### src/osec_pkg.sv
package osec_pkg;
   localparam logic [7:0] ADDR_OSC_CTRL  = 8'h00;
   localparam logic [7:0] ADDR_CLK_DIV   = 8'h04;
   localparam logic [7:0] ADDR_UNLOCK    = 8'h08;
   localparam logic [7:0] ADDR_CONFIG    = 8'h0C;
   localparam logic [7:0] ADDR_STATUS    = 8'h10;
   localparam int CUR_SRC_LSB  = 12;
   localparam int NEXT_SRC_LSB = 8;
   localparam int LOCK_BIT     = 5;
   localparam int CF_BIT       = 3;
   localparam int KEEP_ON_BIT  = 1;
   localparam int SWITCH_BIT   = 0;
   localparam int DIV_LSB      = 8;
   localparam int CFG_WDT_BIT  = 2;
   localparam int CFG_CLOCK_FAIL_MONITOR_BIT = 3;
   localparam int CFG_VREG_BIT = 4;
   localparam logic [4:0] CFG_RESET = 5'h10;
   localparam logic [2:0] SRC_FRC      = 3'h0;
   localparam logic [2:0] SRC_FRC_PLL  = 3'h1;
   localparam logic [2:0] SRC_PRI_PLL  = 3'h3;
   localparam logic [2:0] SRC_SEC      = 3'h4;
   localparam logic [2:0] SRC_LOW_POWER_INTERNAL_RC     = 3'h4;
   localparam logic [2:0] SRC_FRC_DIV  = 3'h7;
   localparam logic [2:0] DIV_BY_TWO   = 3'h1;
   localparam logic [1:0] SMODE_HIGH   = 2'h1;
   localparam logic [1:0] SMODE_DIGITAL = 2'h2;
   localparam logic [7:0] UNLOCK_KEY1  = 8'h78;
   localparam logic [7:0] UNLOCK_KEY2  = 8'h9A;
   localparam logic [1:0] RESP_OKAY    = 2'h0;
   localparam logic [1:0] RESP_SLVERR  = 2'h2;
   localparam int CLK_PERIOD_NS  = 10;
   localparam int PLL_SETTLE_NS  = 2000;
   localparam int LOCK_CYC = (PLL_SETTLE_NS + CLK_PERIOD_NS - 1) / CLK_PERIOD_NS;
   localparam int LOCK_CW  = $clog2(LOCK_CYC + 1);

   typedef enum logic [0:0] {SW_IDLE, SW_WAIT} osec_sw_type;

   typedef struct packed {
      logic secondary_oscillator;
      logic secondary_oscillator_high_drive;
      logic secondary_oscillator_digital;
      logic fast_internal_rc;
      logic low_power_internal_rc;
      logic pll;
      logic usb_clk;
      logic frc_div_mode;
      logic frc_pll_mode;
      logic frc_pll_half;
   } osec_en_type;

   typedef struct packed {
      logic [2:0]         cur_src;
      logic [2:0]         next_src;
      logic               lock;
      logic               cf;
      logic               keep_on;
      logic               sw_go;
      logic [2:0]         div_sel;
      logic [4:0]         cfg;
      logic [1:0]         unlock;
      osec_sw_type        sw;
      logic [LOCK_CW-1:0] lock_cnt;
      logic               boot;
      osec_en_type        en;
      logic               awready;
      logic               wready;
      logic               bvalid;
      logic [1:0]         bresp;
      logic               aw_got;
      logic               w_got;
      logic [7:0]         awaddr;
      logic [31:0]        wdata;
      logic [3:0]         wstrb;
      logic               arready;
      logic               rvalid;
      logic [1:0]         rresp;
      logic [31:0]        rdata;
   } osec_state_type;
endpackage : osec_pkg

### src/osec_ctrl.sv
module osec_ctrl
#(
   parameter bit AUTO_SECONDARY_OSCILLATOR   = 1'b1,
   parameter bit HAS_96M_PLL = 1'b1
)
(
   input  wire logic          clk_sys_in,
   input  wire logic          rst_in,
   input  wire logic [7:0]    s_axi_awaddr_in,
   input  wire logic          s_axi_awvalid_in,
   output logic               s_axi_awready_out,
   input  wire logic [31:0]   s_axi_wdata_in,
   input  wire logic [3:0]    s_axi_wstrb_in,
   input  wire logic          s_axi_wvalid_in,
   output logic               s_axi_wready_out,
   output logic [1:0]         s_axi_bresp_out,
   output logic               s_axi_bvalid_out,
   input  wire logic          s_axi_bready_in,
   input  wire logic [7:0]    s_axi_araddr_in,
   input  wire logic          s_axi_arvalid_in,
   output logic               s_axi_arready_out,
   output logic [31:0]        s_axi_rdata_out,
   output logic [1:0]         s_axi_rresp_out,
   output logic               s_axi_rvalid_out,
   input  wire logic          s_axi_rready_in,
   output logic               s_axi_rvalid_dummy_out,
   input  wire logic          sleep_in,
   input  wire logic          powerup_timer_expired_in,
   input  wire logic          clock_fail_in,
   input  wire logic          periph_needs_secondary_oscillator_in,
   input  wire logic [2:0]    initial_source_config_in,
   output osec_pkg::osec_en_type osc_en_out,
   output logic [2:0]         current_clock_source_out,
   output logic [2:0]         fast_rc_divider_select_out
);
   localparam int LOCK_CW = osec_pkg::LOCK_CW;
   osec_pkg::osec_state_type s_r;
   osec_pkg::osec_state_type s_nxt;
   logic                     wr_fire;
   logic                     sw_start;

   function automatic logic uses_pll(input logic [2:0] src);
      uses_pll = (src == osec_pkg::SRC_FRC_PLL) || (src == osec_pkg::SRC_PRI_PLL);
   endfunction : uses_pll

   function automatic logic is_frc(input logic [2:0] src);
      is_frc = (src == osec_pkg::SRC_FRC_DIV) || (src == osec_pkg::SRC_FRC_PLL)
               || (src == osec_pkg::SRC_FRC);
   endfunction : is_frc

   function automatic logic [31:0] merge(input logic [31:0] old,
                                         input logic [31:0] nw,
                                         input logic [3:0]  strb);
      logic [31:0] r;
      r = old;
      for (int i = 0; i < 4; i++)
      begin
         if (strb[i])
         begin
            r[i*8 +: 8] = nw[i*8 +: 8];
         end
      end
      merge = r;
   endfunction : merge

   function automatic logic [31:0] ctrl_word(input osec_pkg::osec_state_type st);
      logic [31:0] w;
      w = 32'h0;
      w[osec_pkg::CUR_SRC_LSB +: 3]  = st.cur_src;
      w[osec_pkg::NEXT_SRC_LSB +: 3] = st.next_src;
      w[osec_pkg::LOCK_BIT]          = st.lock;
      w[osec_pkg::CF_BIT]            = st.cf;
      w[osec_pkg::KEEP_ON_BIT]       = st.keep_on;
      w[osec_pkg::SWITCH_BIT]        = st.sw_go;
      ctrl_word = w;
   endfunction : ctrl_word

   always_comb
   begin
      logic [31:0] wd;
      logic [31:0] rd;
      logic [2:0]  target;
      logic        digital;
      logic        to_sec;
      logic        to_frc;
      logic        to_low_power_internal_rc;
      wd       = 32'h0;
      rd       = 32'h0;
      s_nxt    = s_r;
      wr_fire  = 1'b0;
      sw_start = 1'b0;
      target   = (s_r.sw == osec_pkg::SW_WAIT) ? s_r.next_src : s_r.cur_src;
      digital  = s_r.cfg[1:0] == osec_pkg::SMODE_DIGITAL;
      to_sec   = (s_r.cur_src == osec_pkg::SRC_SEC)
                 || ((s_r.sw == osec_pkg::SW_WAIT) && (s_r.next_src == osec_pkg::SRC_SEC));
      to_frc   = is_frc(s_r.cur_src) || ((s_r.sw == osec_pkg::SW_WAIT) && is_frc(s_r.next_src));
      to_low_power_internal_rc  = (s_r.cur_src == osec_pkg::SRC_LOW_POWER_INTERNAL_RC)
                 || ((s_r.sw == osec_pkg::SW_WAIT) && (s_r.next_src == osec_pkg::SRC_LOW_POWER_INTERNAL_RC));

      // Write address and data are taken independently
      if (s_r.awready && s_axi_awvalid_in)
      begin
         s_nxt.aw_got  = 1'b1;
         s_nxt.awaddr  = s_axi_awaddr_in;
         s_nxt.awready = 1'b0;
      end
      if (s_r.wready && s_axi_wvalid_in)
      begin
         s_nxt.w_got  = 1'b1;
         s_nxt.wdata  = s_axi_wdata_in;
         s_nxt.wstrb  = s_axi_wstrb_in;
         s_nxt.wready = 1'b0;
      end
      if (s_r.bvalid && s_axi_bready_in)
      begin
         s_nxt.bvalid  = 1'b0;
         s_nxt.awready = 1'b1;
         s_nxt.wready  = 1'b1;
      end

      // Lock counter runs while the target source (next source while a switch waits, else the current one) uses the PLL
      if (uses_pll(target))
      begin
         if (!s_r.lock)
         begin
            if (s_r.lock_cnt == LOCK_CW'(osec_pkg::LOCK_CYC - 1))
            begin
               s_nxt.lock = 1'b1;
            end
            else
            begin
               s_nxt.lock_cnt = s_r.lock_cnt + LOCK_CW'(1);
            end
         end
      end
      else
      begin
         s_nxt.lock     = 1'b0;
         s_nxt.lock_cnt = '0;
      end

      if (!s_r.boot)
      begin
         s_nxt.boot     = 1'b1;
         s_nxt.cur_src  = initial_source_config_in;
         s_nxt.next_src = initial_source_config_in;
      end
      else
      begin
         case (s_r.sw)
            osec_pkg::SW_IDLE:
            begin
               if (s_r.sw_go)
               begin
                  if (s_r.next_src == s_r.cur_src)
                  begin
                     s_nxt.sw_go = 1'b0;
                  end
                  else
                  begin
                     sw_start       = 1'b1;
                     s_nxt.lock     = 1'b0;
                     s_nxt.cf       = 1'b0;
                     s_nxt.lock_cnt = '0;
                     s_nxt.sw       = osec_pkg::SW_WAIT;
                  end
               end
            end
            osec_pkg::SW_WAIT:
            begin
               if (!uses_pll(s_r.next_src) || s_r.lock)
               begin
                  s_nxt.cur_src = s_r.next_src;
                  s_nxt.sw_go   = 1'b0;
                  s_nxt.sw      = osec_pkg::SW_IDLE;
               end
            end
            default:
            begin
               s_nxt.sw = osec_pkg::SW_IDLE;
            end
         endcase
      end

      // Register writes after both halves have arrived
      if (s_r.aw_got && s_r.w_got && !s_r.bvalid)
      begin
         wr_fire      = 1'b1;
         s_nxt.aw_got = 1'b0;
         s_nxt.w_got  = 1'b0;
         s_nxt.bvalid = 1'b1;
         s_nxt.bresp  = osec_pkg::RESP_OKAY;
         s_nxt.unlock = 2'h0;
         if (s_r.awaddr == osec_pkg::ADDR_OSC_CTRL)
         begin
            if (s_r.unlock == 2'h2)
            begin
               wd = merge(ctrl_word(s_r), s_r.wdata, s_r.wstrb);
               s_nxt.next_src = wd[osec_pkg::NEXT_SRC_LSB +: 3];
               s_nxt.keep_on  = wd[osec_pkg::KEEP_ON_BIT];
               s_nxt.sw_go    = wd[osec_pkg::SWITCH_BIT];
            end
         end
         else if (s_r.awaddr == osec_pkg::ADDR_UNLOCK)
         begin
            if (s_r.wstrb[0] && (s_r.unlock == 2'h0)
                && (s_r.wdata[7:0] == osec_pkg::UNLOCK_KEY1))
            begin
               s_nxt.unlock = 2'h1;
            end
            else if (s_r.wstrb[0] && (s_r.unlock == 2'h1)
                     && (s_r.wdata[7:0] == osec_pkg::UNLOCK_KEY2))
            begin
               s_nxt.unlock = 2'h2;
            end
         end
         else if (s_r.awaddr == osec_pkg::ADDR_CLK_DIV)
         begin
            wd = merge({21'h0, s_r.div_sel, 8'h0}, s_r.wdata, s_r.wstrb);
            s_nxt.div_sel = wd[osec_pkg::DIV_LSB +: 3];
         end
         else if (s_r.awaddr == osec_pkg::ADDR_CONFIG)
         begin
            wd = merge({27'h0, s_r.cfg}, s_r.wdata, s_r.wstrb);
            s_nxt.cfg = wd[4:0];
         end
         else if (s_r.awaddr != osec_pkg::ADDR_STATUS)
         begin
            s_nxt.bresp = osec_pkg::RESP_SLVERR;
         end
      end

      // A clock failure overrides a clear in the same cycle
      if (clock_fail_in)
      begin
         s_nxt.cf      = 1'b1;
         s_nxt.cur_src = osec_pkg::SRC_FRC;
         s_nxt.sw_go   = 1'b0;
         s_nxt.sw      = osec_pkg::SW_IDLE;
      end

      // Read channel
      if (s_r.rvalid && s_axi_rready_in)
      begin
         s_nxt.rvalid  = 1'b0;
         s_nxt.arready = 1'b1;
      end
      if (s_r.arready && s_axi_arvalid_in)
      begin
         s_nxt.arready = 1'b0;
         s_nxt.rvalid  = 1'b1;
         s_nxt.rresp   = osec_pkg::RESP_OKAY;
         if (s_axi_araddr_in == osec_pkg::ADDR_OSC_CTRL)
         begin
            rd = ctrl_word(s_r);
         end
         else if (s_axi_araddr_in == osec_pkg::ADDR_CLK_DIV)
         begin
            rd[osec_pkg::DIV_LSB +: 3] = s_r.div_sel;
         end
         else if (s_axi_araddr_in == osec_pkg::ADDR_UNLOCK)
         begin
            rd[1:0] = s_r.unlock;
         end
         else if (s_axi_araddr_in == osec_pkg::ADDR_CONFIG)
         begin
            rd[4:0] = s_r.cfg;
         end
         else if (s_axi_araddr_in == osec_pkg::ADDR_STATUS)
         begin
            rd[4:0] = {s_r.sw == osec_pkg::SW_WAIT, s_r.en.pll, s_r.en.low_power_internal_rc,
                       s_r.en.fast_internal_rc, s_r.en.secondary_oscillator};
         end
         else
         begin
            s_nxt.rresp = osec_pkg::RESP_SLVERR;
         end
         s_nxt.rdata = rd;
      end

      // Registered oscillator enables
      s_nxt.en.secondary_oscillator_digital    = digital;
      s_nxt.en.secondary_oscillator_high_drive = !digital && (s_r.cfg[1:0] != 2'h0);
      s_nxt.en.secondary_oscillator = !digital && (s_r.keep_on
                       || (to_sec && !sleep_in)
                       || (AUTO_SECONDARY_OSCILLATOR && periph_needs_secondary_oscillator_in));
      s_nxt.en.fast_internal_rc  = !powerup_timer_expired_in || to_frc;
      if (powerup_timer_expired_in)
      begin
         s_nxt.en.low_power_internal_rc = s_r.cfg[osec_pkg::CFG_CLOCK_FAIL_MONITOR_BIT]
                         || s_r.cfg[osec_pkg::CFG_WDT_BIT] || to_low_power_internal_rc;
      end
      else
      begin
         s_nxt.en.low_power_internal_rc = s_r.cfg[osec_pkg::CFG_VREG_BIT];
      end
      s_nxt.en.pll          = uses_pll(target);
      s_nxt.en.frc_div_mode = s_r.cur_src == osec_pkg::SRC_FRC_DIV;
      s_nxt.en.frc_pll_mode = (s_r.cur_src == osec_pkg::SRC_FRC_PLL)
                              && (s_r.div_sel <= osec_pkg::DIV_BY_TWO);
      s_nxt.en.frc_pll_half = s_r.div_sel == osec_pkg::DIV_BY_TWO;
      s_nxt.en.usb_clk = HAS_96M_PLL && uses_pll(s_r.cur_src)
                         && ((s_r.cur_src != osec_pkg::SRC_FRC_PLL)
                             || (s_r.div_sel <= osec_pkg::DIV_BY_TWO));
   end

   always_ff @(posedge clk_sys_in)
   begin
      if (rst_in)
      begin
         s_r         <= '0;
         s_r.cfg     <= osec_pkg::CFG_RESET;
         s_r.awready <= 1'b1;
         s_r.wready  <= 1'b1;
         s_r.arready <= 1'b1;
         s_r.en.fast_internal_rc  <= 1'b1;
         s_r.en.low_power_internal_rc <= osec_pkg::CFG_RESET[osec_pkg::CFG_VREG_BIT];
      end
      else
      begin
         s_r <= s_nxt;
      end
   end

   assign s_axi_awready_out        = s_r.awready;
   assign s_axi_wready_out         = s_r.wready;
   assign s_axi_bvalid_out         = s_r.bvalid;
   assign s_axi_bresp_out          = s_r.bresp;
   assign s_axi_arready_out        = s_r.arready;
   assign s_axi_rvalid_out         = s_r.rvalid;
   assign s_axi_rvalid_dummy_out   = s_r.rvalid;
   assign s_axi_rdata_out          = s_r.rdata;
   assign s_axi_rresp_out          = s_r.rresp;
   assign osc_en_out               = s_r.en;
   assign current_clock_source_out = s_r.cur_src;
   assign fast_rc_divider_select_out = s_r.div_sel;
endmodule : osec_ctrl

### config.mk
export PLATFORM = sky130hd
export DESIGN_NAME = osec_ctrl
export DESIGN_NICKNAME = d
export VERILOG_FILES = /design/src/osec_pkg.sv /design/src/osec_ctrl.sv
export SDC_FILE = /design/constraint.sdc
export NUM_CORES = 1
export LEC_CHECK = 0
export ABC_CLOCK_PERIOD_IN_PS = 2500
export BUFFER_PORTS_ARGS = -buffer_cell sky130_fd_sc_hd__buf_2
export CORE_MARGIN = 10
export CORE_UTILIZATION = 40
export CTS_BUF_LIST = sky130_fd_sc_hd__clkbuf_8 sky130_fd_sc_hd__clkbuf_16
export DETAILED_ROUTE_END_ITERATION = 8
export GPL_TIMING_DRIVEN = 0
export PLACE_DENSITY = 0.65
export SETUP_SLACK_MARGIN = 0.5
export SLEW_MARGIN = 20
export SYNTH_ARGS = -nofsm -noshare
export SYNTH_HDL_FRONTEND = slang
export SYNTH_SLANG_ARGS = --single-unit
### constraint.sdc
create_clock -name clk_sys_in -period 2.5 [get_ports clk_sys_in]
set_input_delay 0.125 -clock clk_sys_in [delete_from_list [all_inputs] [get_ports clk_sys_in]]
set_output_delay 0.125 -clock clk_sys_in [all_outputs]
set_load 0.01 [all_outputs]
## After elaboration in Yosys (flattened, before gate mapping)

Index checks and enable logic that the tools add are counted.

- Word-level logic and storage cells: 208
- Input port bits: 66
- Bits in registers: 127
- Output and inout bits: 58

- Equality and inequality tests: 33
- Add/subtract/negate cells: 1
- Reduce and logical (&&, ||, !) cells: 57
- Bitwise logic cells: 4
- $lt $le $gt $ge: 1
- Multiplexer cells: 77

Operators with widths:

| operator | count |
|---|---|
| 98-bit 2-to-1 mux | 1 |
| 36-bit 2-to-1 mux | 2 |
| 8-bit 2-to-1 mux | 7 |
| 3-bit 2-to-1 mux | 15 |
| 5-bit 2-to-1 mux | 8 |
| 2-bit 2-to-1 mux | 19 |
| 8-bit by 4-bit == test with 1-bit output, second input constant | 4 |
| 1-bit logical AND | 18 |
| 1-bit 2-to-1 mux | 18 |
| 9-bit 2-to-1 mux | 2 |
| 8-bit by 3-bit == test with 1-bit output, second input constant | 2 |
| 8-bit == test, second input constant | 2 |
| 8-bit logical NOT | 2 |
| 1-bit logical OR | 16 |
| 3-bit by 1-bit == test with 1-bit output, second input constant | 4 |
| 3-bit == test, second input constant | 4 |
| 11-bit 2-to-1 mux | 1 |
| 10-bit 2-to-1 mux | 1 |
| 2-bit nonzero test | 5 |
| 3-bit by 2-bit == test with 1-bit output, second input constant | 3 |
| 8-bit by 1-bit adder with 8-bit output, second input constant | 1 |
| 8-bit by 5-bit == test with 1-bit output, second input constant | 1 |
| 8-bit by 7-bit == test with 1-bit output, second input constant | 1 |
| 4-bit inequality test, second input constant | 2 |
| other kinds (19) | 34 |

## Depth between registers and ports, before layout

Gate-level depths: netlist of the first run.

- Depth in word-level cells: 10
- Mapped depth: 6
- Gate-level depth less buffers: 5

## Worst setup path after synthesis of the first run

OpenSTA, ideal clock, no wires.

- Kind: register to register
- Start point: register s_r[72] (netlist bit)
- End point: register s_r, in the netlist fast_rc_divider_select_out[2]
- Cell stages (with the launch flop): 7
- Path slack: 0.773 ns
- Path buffers: 2
- Period minus slack after synthesis: 1.727 ns
- Library setup time: 0.128 ns
- Required time: 2.372 ns
- Data arrival time: 1.600 ns
- Path through: dfxtp_1 or3_1 buf_6 or4_4 buf_6 mux2i_1 nor2_1

- Longest elaborated chain between the ends: 3
- Elaborated cells between the ends (all ways): 6
- Classes of those cells: eq/ne (2); bitwise (2); reduce/logical (2)

Ends and longest elaborated chain:

| what | RTL line | RTL |
|---|---|---|
| start, declared | osec_ctrl.sv:37 | `osec_pkg::osec_state_type s_r;` |
| start signal, assigned | osec_ctrl.sv:321 | `s_r <= s_nxt;` |
| 8-bit by 4-bit == test with 1-bit output or 8-bit logical NOT (tied branches) | osec_ctrl.sv:204, osec_ctrl.sv:194 |  |
| 1-bit inverter (no source line) | n/a |  |
| 5-bit AND reduction (no source line) * | n/a |  |

Mark *: on every way between the ends. The rest lies on a longest branch, timed or not.
A chain may end at the register's enable or synchronous reset.

## Worst setup path after layout of the first run

- Start point: register s_r[74] (netlist bit)
- End point: register s_r[121] (netlist bit)

- Longest elaborated chain between the ends: 3
- Elaborated cells between the ends (all ways): 4
- Classes of those cells: eq/ne (1); mux (2); reduce/logical (1)

Ends and longest elaborated chain:

| what | RTL line | RTL |
|---|---|---|
| 8-bit logical NOT * | osec_ctrl.sv:194 | `if (s_r.awaddr == osec_pkg::ADDR_OSC_CTRL)` |
| 3-bit 2-to-1 mux | osec_ctrl.sv:194 |  |
| 3-bit 2-to-1 mux | osec_ctrl.sv:186 | `if (s_r.aw_got && s_r.w_got && !s_r.bvalid)` |

Marks and branches as above.

==> results of run 1 <==
-- worst max path at each step --
stage                                start                             to  slack, ps  cells after the start
2_1_floorplan                      s_r[72]  fast_rc_divider_select_out[2]        770                      6
3_3_place_gp   current_clock_source_out[2]                       s_r[100]        610                      5
3_5_place_dp   current_clock_source_out[2]                       s_r[103]        510                      5
4_1_cts        current_clock_source_out[1]                        s_r[98]        560                      5
5_1_grt                            s_r[74]                       s_r[121]        510                      4
6_report                           s_r[74]                       s_r[121]        620                      4
-- final cells by class --
class | count | share of cell area
Multi-Input combinational cell | 314 | 0.376
Sequential cell | 82 | 0.338
Buffer | 78 | 0.105
Timing Repair Buffer | 88 | 0.102
Tap cell | 133 | 0.0342
Clock buffer | 10 | 0.0283
Clock inverter | 6 | 0.0100
Inverter | 8 | 0.00617
Antenna cell | 1 | 0.000515
-- routing by layer --
metal / GRT usage / share of wire
met1: 0.168 / 0.45
met4: 0.0374 / 0.012
met3: 0.0543 / 0.066
met5: 0 / 0
met2: 0.237 / 0.47
-- metrics by stage --
stage	utilization	power, W	area (sq um)
4_1_cts	0.503	0.00265	4850
6_report	0.505	0.00263	4860
5_1_grt	0.504	0.00275	4860
3_3_place_gp	0.472	0.00173	4550
3_5_place_dp	0.472	0.00174	4550
2_1_floorplan	-	0.00163	4000
-- worst max-delay path, stage by stage, from the launching register on --
cell and delay [ps]:
dfxtp_1 370, or4b_1 590, nor4_4 390, mux2_2 390, nor2_1 70
-- synth_stat cells, types with 2 or more instances --
cell       instances
o21ai_0           18
nor4_1             6
nor2_1            39
or2_2              3
dfxtp_1           82
a22oi_1            3
nand4_1            3
nand2_1           60
nand3b_1           4
nor4_4             2
a31oi_1            5
nor3b_1            2
nand2b_1           2
inv_1              8
clkbuf_1          17
buf_4             53
or4_4              2
a211oi_1           5
a31o_2             2
mux2i_1           17
a2111oi_0          3
buf_6              2
nand3_1           20
mux2_2             8
buf_1              5
a21oi_1           41
and2_1             2
nor3_1             8
xnor2_1            2
nand4bb_1          2
xor2_1             7
and3_1             5
-- timing repair --
item,in CTS,in global routing
endpoints found under the setup margin,3,12
hold endpoints to repair,12,0
pin swaps,0,0
hold buffers,11,0
resized for setup,1,5
-- report_power, final --
group | total [W] | switching, W | internal (W)
Combinational | 0.000345 | 0.000190 | 0.000155
Clock | 0.000896 | 0.000500 | 0.000396
Sequential | 0.00139 | 0.0000356 | 0.00135
-- state kept, by name, summed over array words and instances (netlist names), 3 cells and up --
register,flops
fast_rc_divider_select_out,3
s_r,47
osc_en_out,10
current_clock_source_out,3
s_axi_rdata_out,12
-- cell families after synthesis --
| family | after synthesis |
|---|---|
| DFF | 82 |
| buffers and inverters | 86 |
| AOI/OAI and AO/OA | 86 |
| muxes | 25 |
| other | 1 |
| adders and majority gates | 1 |
| xor gates and xnor gates | 9 |
| and+or+nand+nor | 171 |
==> flow_summary.toml, run 1 <==
[outcome]
outcome = "finished, final reports clean"

[sta]
setup_tns_ps = 0
rsz0062_at_grt = "no"
maxSlewHeadroom = 0.408
period_needed_ps = 1880
fin_ws_ps = 615
worst-slew-pin-transition_ps = 880
fmax_ghz = 0.531
finalHoldViolations = 0
clock_skew_ps = 9.03
finalMaxSlewViolations = 0
whs_ps = 21.8
fin_crit_sh = 0.754
finalSetupViolCount = 0

[routing]
wl_per_cell_um = 14.1
ant_nets = 0
route.detailed.drc = 0
first_iter_violations = 178
num_vias = 3496
first_pass_iters = 4
drt-vias-per-instance = 4.86
wl_mm = 10.1

[logic_synthesis]
synth_flop_cell = "dfxtp_1"
ys_seq_area_frac = 0.419
yosysWarnings = 0
synthCells = 461
yosys.area_share.simple = 0.222
synthDistinctLibCells = 55
synth_area_leaders = "dfxtp_1, buf_4, nand2_1, a21oi_1, mux2i_1"
synth_compound_area_frac = 0.132
synthMuxAreaShare = 0.0664
yosys.area.top_type = "dfxtp_1"
syn-cell-area_sq_um = 3920
synth_top_family_by_area = "simple AND/OR/NAND/NOR gates"
synthAdderAreaFrac = 0.00319
synth_top_area_share = 0.419
synth_edf_count = 0
synth-seq-cells = 82
synth_xor_area_frac = 0.0201
syn_avg_cell_area_sq_um = 8.50
async_flop_share = 0

[clocking]
clock_sinks = 82
cts_made_buffers = 9
cts_tree = "built"
insertion_delay_ps = 350
clock_path_buffers = 2
post-cts-setup-buffer-count = 0
clockRootBuffer = "clkbuf_8"
clkSlewWorstSetupHoldPaths_ps = 90
htree_levels = 3

[floorplanning]
rows = 36
die_height_um = 119
initial_core_util = 0.407
die_area_sq_um = 14200
die_w_um = 119
io_pins = 124
coreArea_sq_um = 9640

[global_routing]
antenna_found_initial = 0
grt_pass1_vias = 3493
grt.total_usage = 0.143
grt_pass1_wl_mm = 16.8
overflow = 0
grt_max_degree = 16

[cells_and_area]
sequential_cell_area_sq_um = 1640
multi_input_area_sq_um = 1830
final_common_cell = "dfxtp_1"
area_growth_pct = 24.1
final_cell_mix = "dfxtp_1, buf_2, nand2_1"
drive_above_1_share = 0.295
fillers = 985
layout.nets = 648
final_cells = 720

[placed_design]
io_buffer_count = 77
dp_cells = 692
place_congestion = 0.806
hpwl_mm = 7.92
pre_cts_ws_ps = 505

[run]
cap_violations = 0

[setup_path]
criticalPathCategory = "flop to flop"
r2r_end = "s_r[121]"
rr_worst_depth = 4
crit_required_ps = 2780
cp-start-kind = "flop"
worstReg2RegStart = "s_r[74]"
crit_path_max_fanout = 7
cp.arrival_ps = 2170
ff2ff_setup_slack_ps = 620
crit_path_end_kind = "flop"

[power]
cellLeakagePower_nw = 2.13
powerDensity_nw_per_um2 = 540
vdd_drop_max_v = 0.000305

[hold_path]
hold_depth = 3
whs_endpoint = "s_r[49]"
hp-class = "primary input to flop"
hold_start = "s_axi_wdata_in[9]"
(Power assumes the default switching activity.)
==> inputs of run 2 (changes only) <==
- ABC_CLOCK_PERIOD_IN_PS: 2500 -> 1800
- clock period: 2.5 -> 1.8 ns (I/O delays scaled with it)
==> flow_summary.toml, run 2 (same netlist as run 1, synthesis figures left out) <==
[outcome]
outcome = "finished, final reports clean"

[global_routing]
overflow = 0
grt_max_degree = 14
grt_pass1_vias = 3672
grt.total_usage = 0.152
grt_pass1_wl_mm = 17.9
antenna_found_initial = 0

[hold_path]
hold_depth = 3
hp-class = "primary input to flop"

[sta]
clock_skew_ps = 15.8
finalSetupViolCount = 0
rsz0062_at_grt = "yes"
fmax_ghz = 0.579
period_needed_ps = 1730
maxSlewHeadroom = 0.609
worst-slew-pin-transition_ps = 587
whs_ps = 10.3
fin_crit_sh = 0.960
finalHoldViolations = 0
finalMaxSlewViolations = 0

[cells_and_area]
final_cell_mix = "buf_2, dfxtp_1, buf_4"
largest_register = "s_r"
drive_above_1_share = 0.383
largest_reg_flops = 47
layout.nets = 681
final_common_cell = "buf_2"
area_growth_pct = 40.3
final_cells = 751
diodes = 0

[routing]
num_vias = 3572
route.detailed.drc = 0
wl_per_cell_um = 14.9
first_pass_iters = 5
drt-vias-per-instance = 4.76
wl_mm = 11.2
first_iter_violations = 181
ant_nets = 0

[setup_path]
startpoint = "s_r[72]"
rr_worst_depth = 6
worstReg2RegStart = "s_r[72]"
crit_path_end_kind = "flop"
r2r_end = "s_r[122]"
crit_end = "s_r[122]"
cp-start-kind = "flop"
criticalPathCategory = "flop to flop"
ff2ff_setup_slack_ps = 70
cp.arrival_ps = 2010
crit_path_max_fanout = 7
crit_required_ps = 2080

[placed_design]
dp_cells = 692
place_congestion = 0.860
io_buffer_count = 77
hpwl_mm = 7.99

[floorplanning]
initial_core_util = 0.407
coreArea_sq_um = 9640
die_area_sq_um = 14200
rows = 36
die_w_um = 119
die_height_um = 119
io_pins = 124

[clocking]
clock_sinks = 82
clockRootBuffer = "clkbuf_8"
clock_path_buffers = 2
htree_levels = 3
clkSlewWorstSetupHoldPaths_ps = 80
cts_tree = "built"
insertion_delay_ps = 360
cts_made_buffers = 9

[power]
cellLeakagePower_nw = 2.39
vdd_drop_max_v = 0.000352
powerDensity_nw_per_um2 = 693

[run]
cap_violations = 0
==> run 2: final cells by class <==
class                           instances  area [sq um]
Tap cell                              133           166
Sequential cell                        82          1660
Clock buffer                            9           124
Fill cell                             895          4140
Timing Repair Buffer                  120           790
Multi-Input combinational cell        315          2090
Buffer                                 78           577
Clock inverter                          6          60.1
Inverter                                8          30.0
==> run 2: worst min path at each step <==
stage | from | end
6_report | s_axi_awaddr_in[6] | s_r[78]
5_1_grt | s_axi_awaddr_in[6] | s_r[78]
3_3_place_gp | s_axi_wvalid_in | s_axi_wready_out
4_1_cts | s_axi_awaddr_in[6] | s_r[78]
3_5_place_dp | s_axi_wvalid_in | s_axi_wready_out
2_1_floorplan | rst_in | osc_en_out[4]
==> run 2: repair_timing <==
action / in CTS / in global routing
endpoints found under the setup margin: 37 / 54
gates cloned: 1 / 0
resized for setup: 50 / 32
hold buffers: 25 / 0
pin swaps: 18 / 15
buffers inserted: 13 / 5
hold endpoints to repair: 27 / 0
==> run 2: metal layers <==
layer | wire [um] | track usage
met1 | 4950 | 0.178
met2 | 5610 | 0.263
met3 | 465 | 0.0402
met4 | 192 | 0.0534
met5 | 0 | 0
==> run 2: power breakdown <==
part | total (W) | internal (W) | switching (W)
clock network | 0.00129 | 0.000626 | 0.000660
logic | 0.000596 | 0.000292 | 0.000304
registers | 0.00193 | 0.00188 | 0.0000527
==> run 2: per-stage QoR <==
| step | cell area (sq um) | worst slack, ps | setup TNS [ps] | util | power, W |
|---|---|---|---|---|---|
| after floorplan | 4080 | 128 | 0 | - | 0.00228 |
| after global placement | 4630 | -68.6 | -197 | 0.480 | 0.00242 |
| after detailed placement | 4630 | -124 | -358 | 0.480 | 0.00244 |
| after CTS | 5360 | 23.0 | 0 | 0.556 | 0.00379 |
| after global routing | 5500 | 1.42 | 0 | 0.570 | 0.00398 |
| final | 5500 | 72.0 | 0 | 0.570 | 0.00381 |
==> run 2: worst max-delay path, cell delays in order (launching register included) <==
cell and delay, ps:
dfxtp_1 320, or3_4 390, buf_6 150, nor4_4 250, buf_6 160, mux2_4 300, nor2_1 90
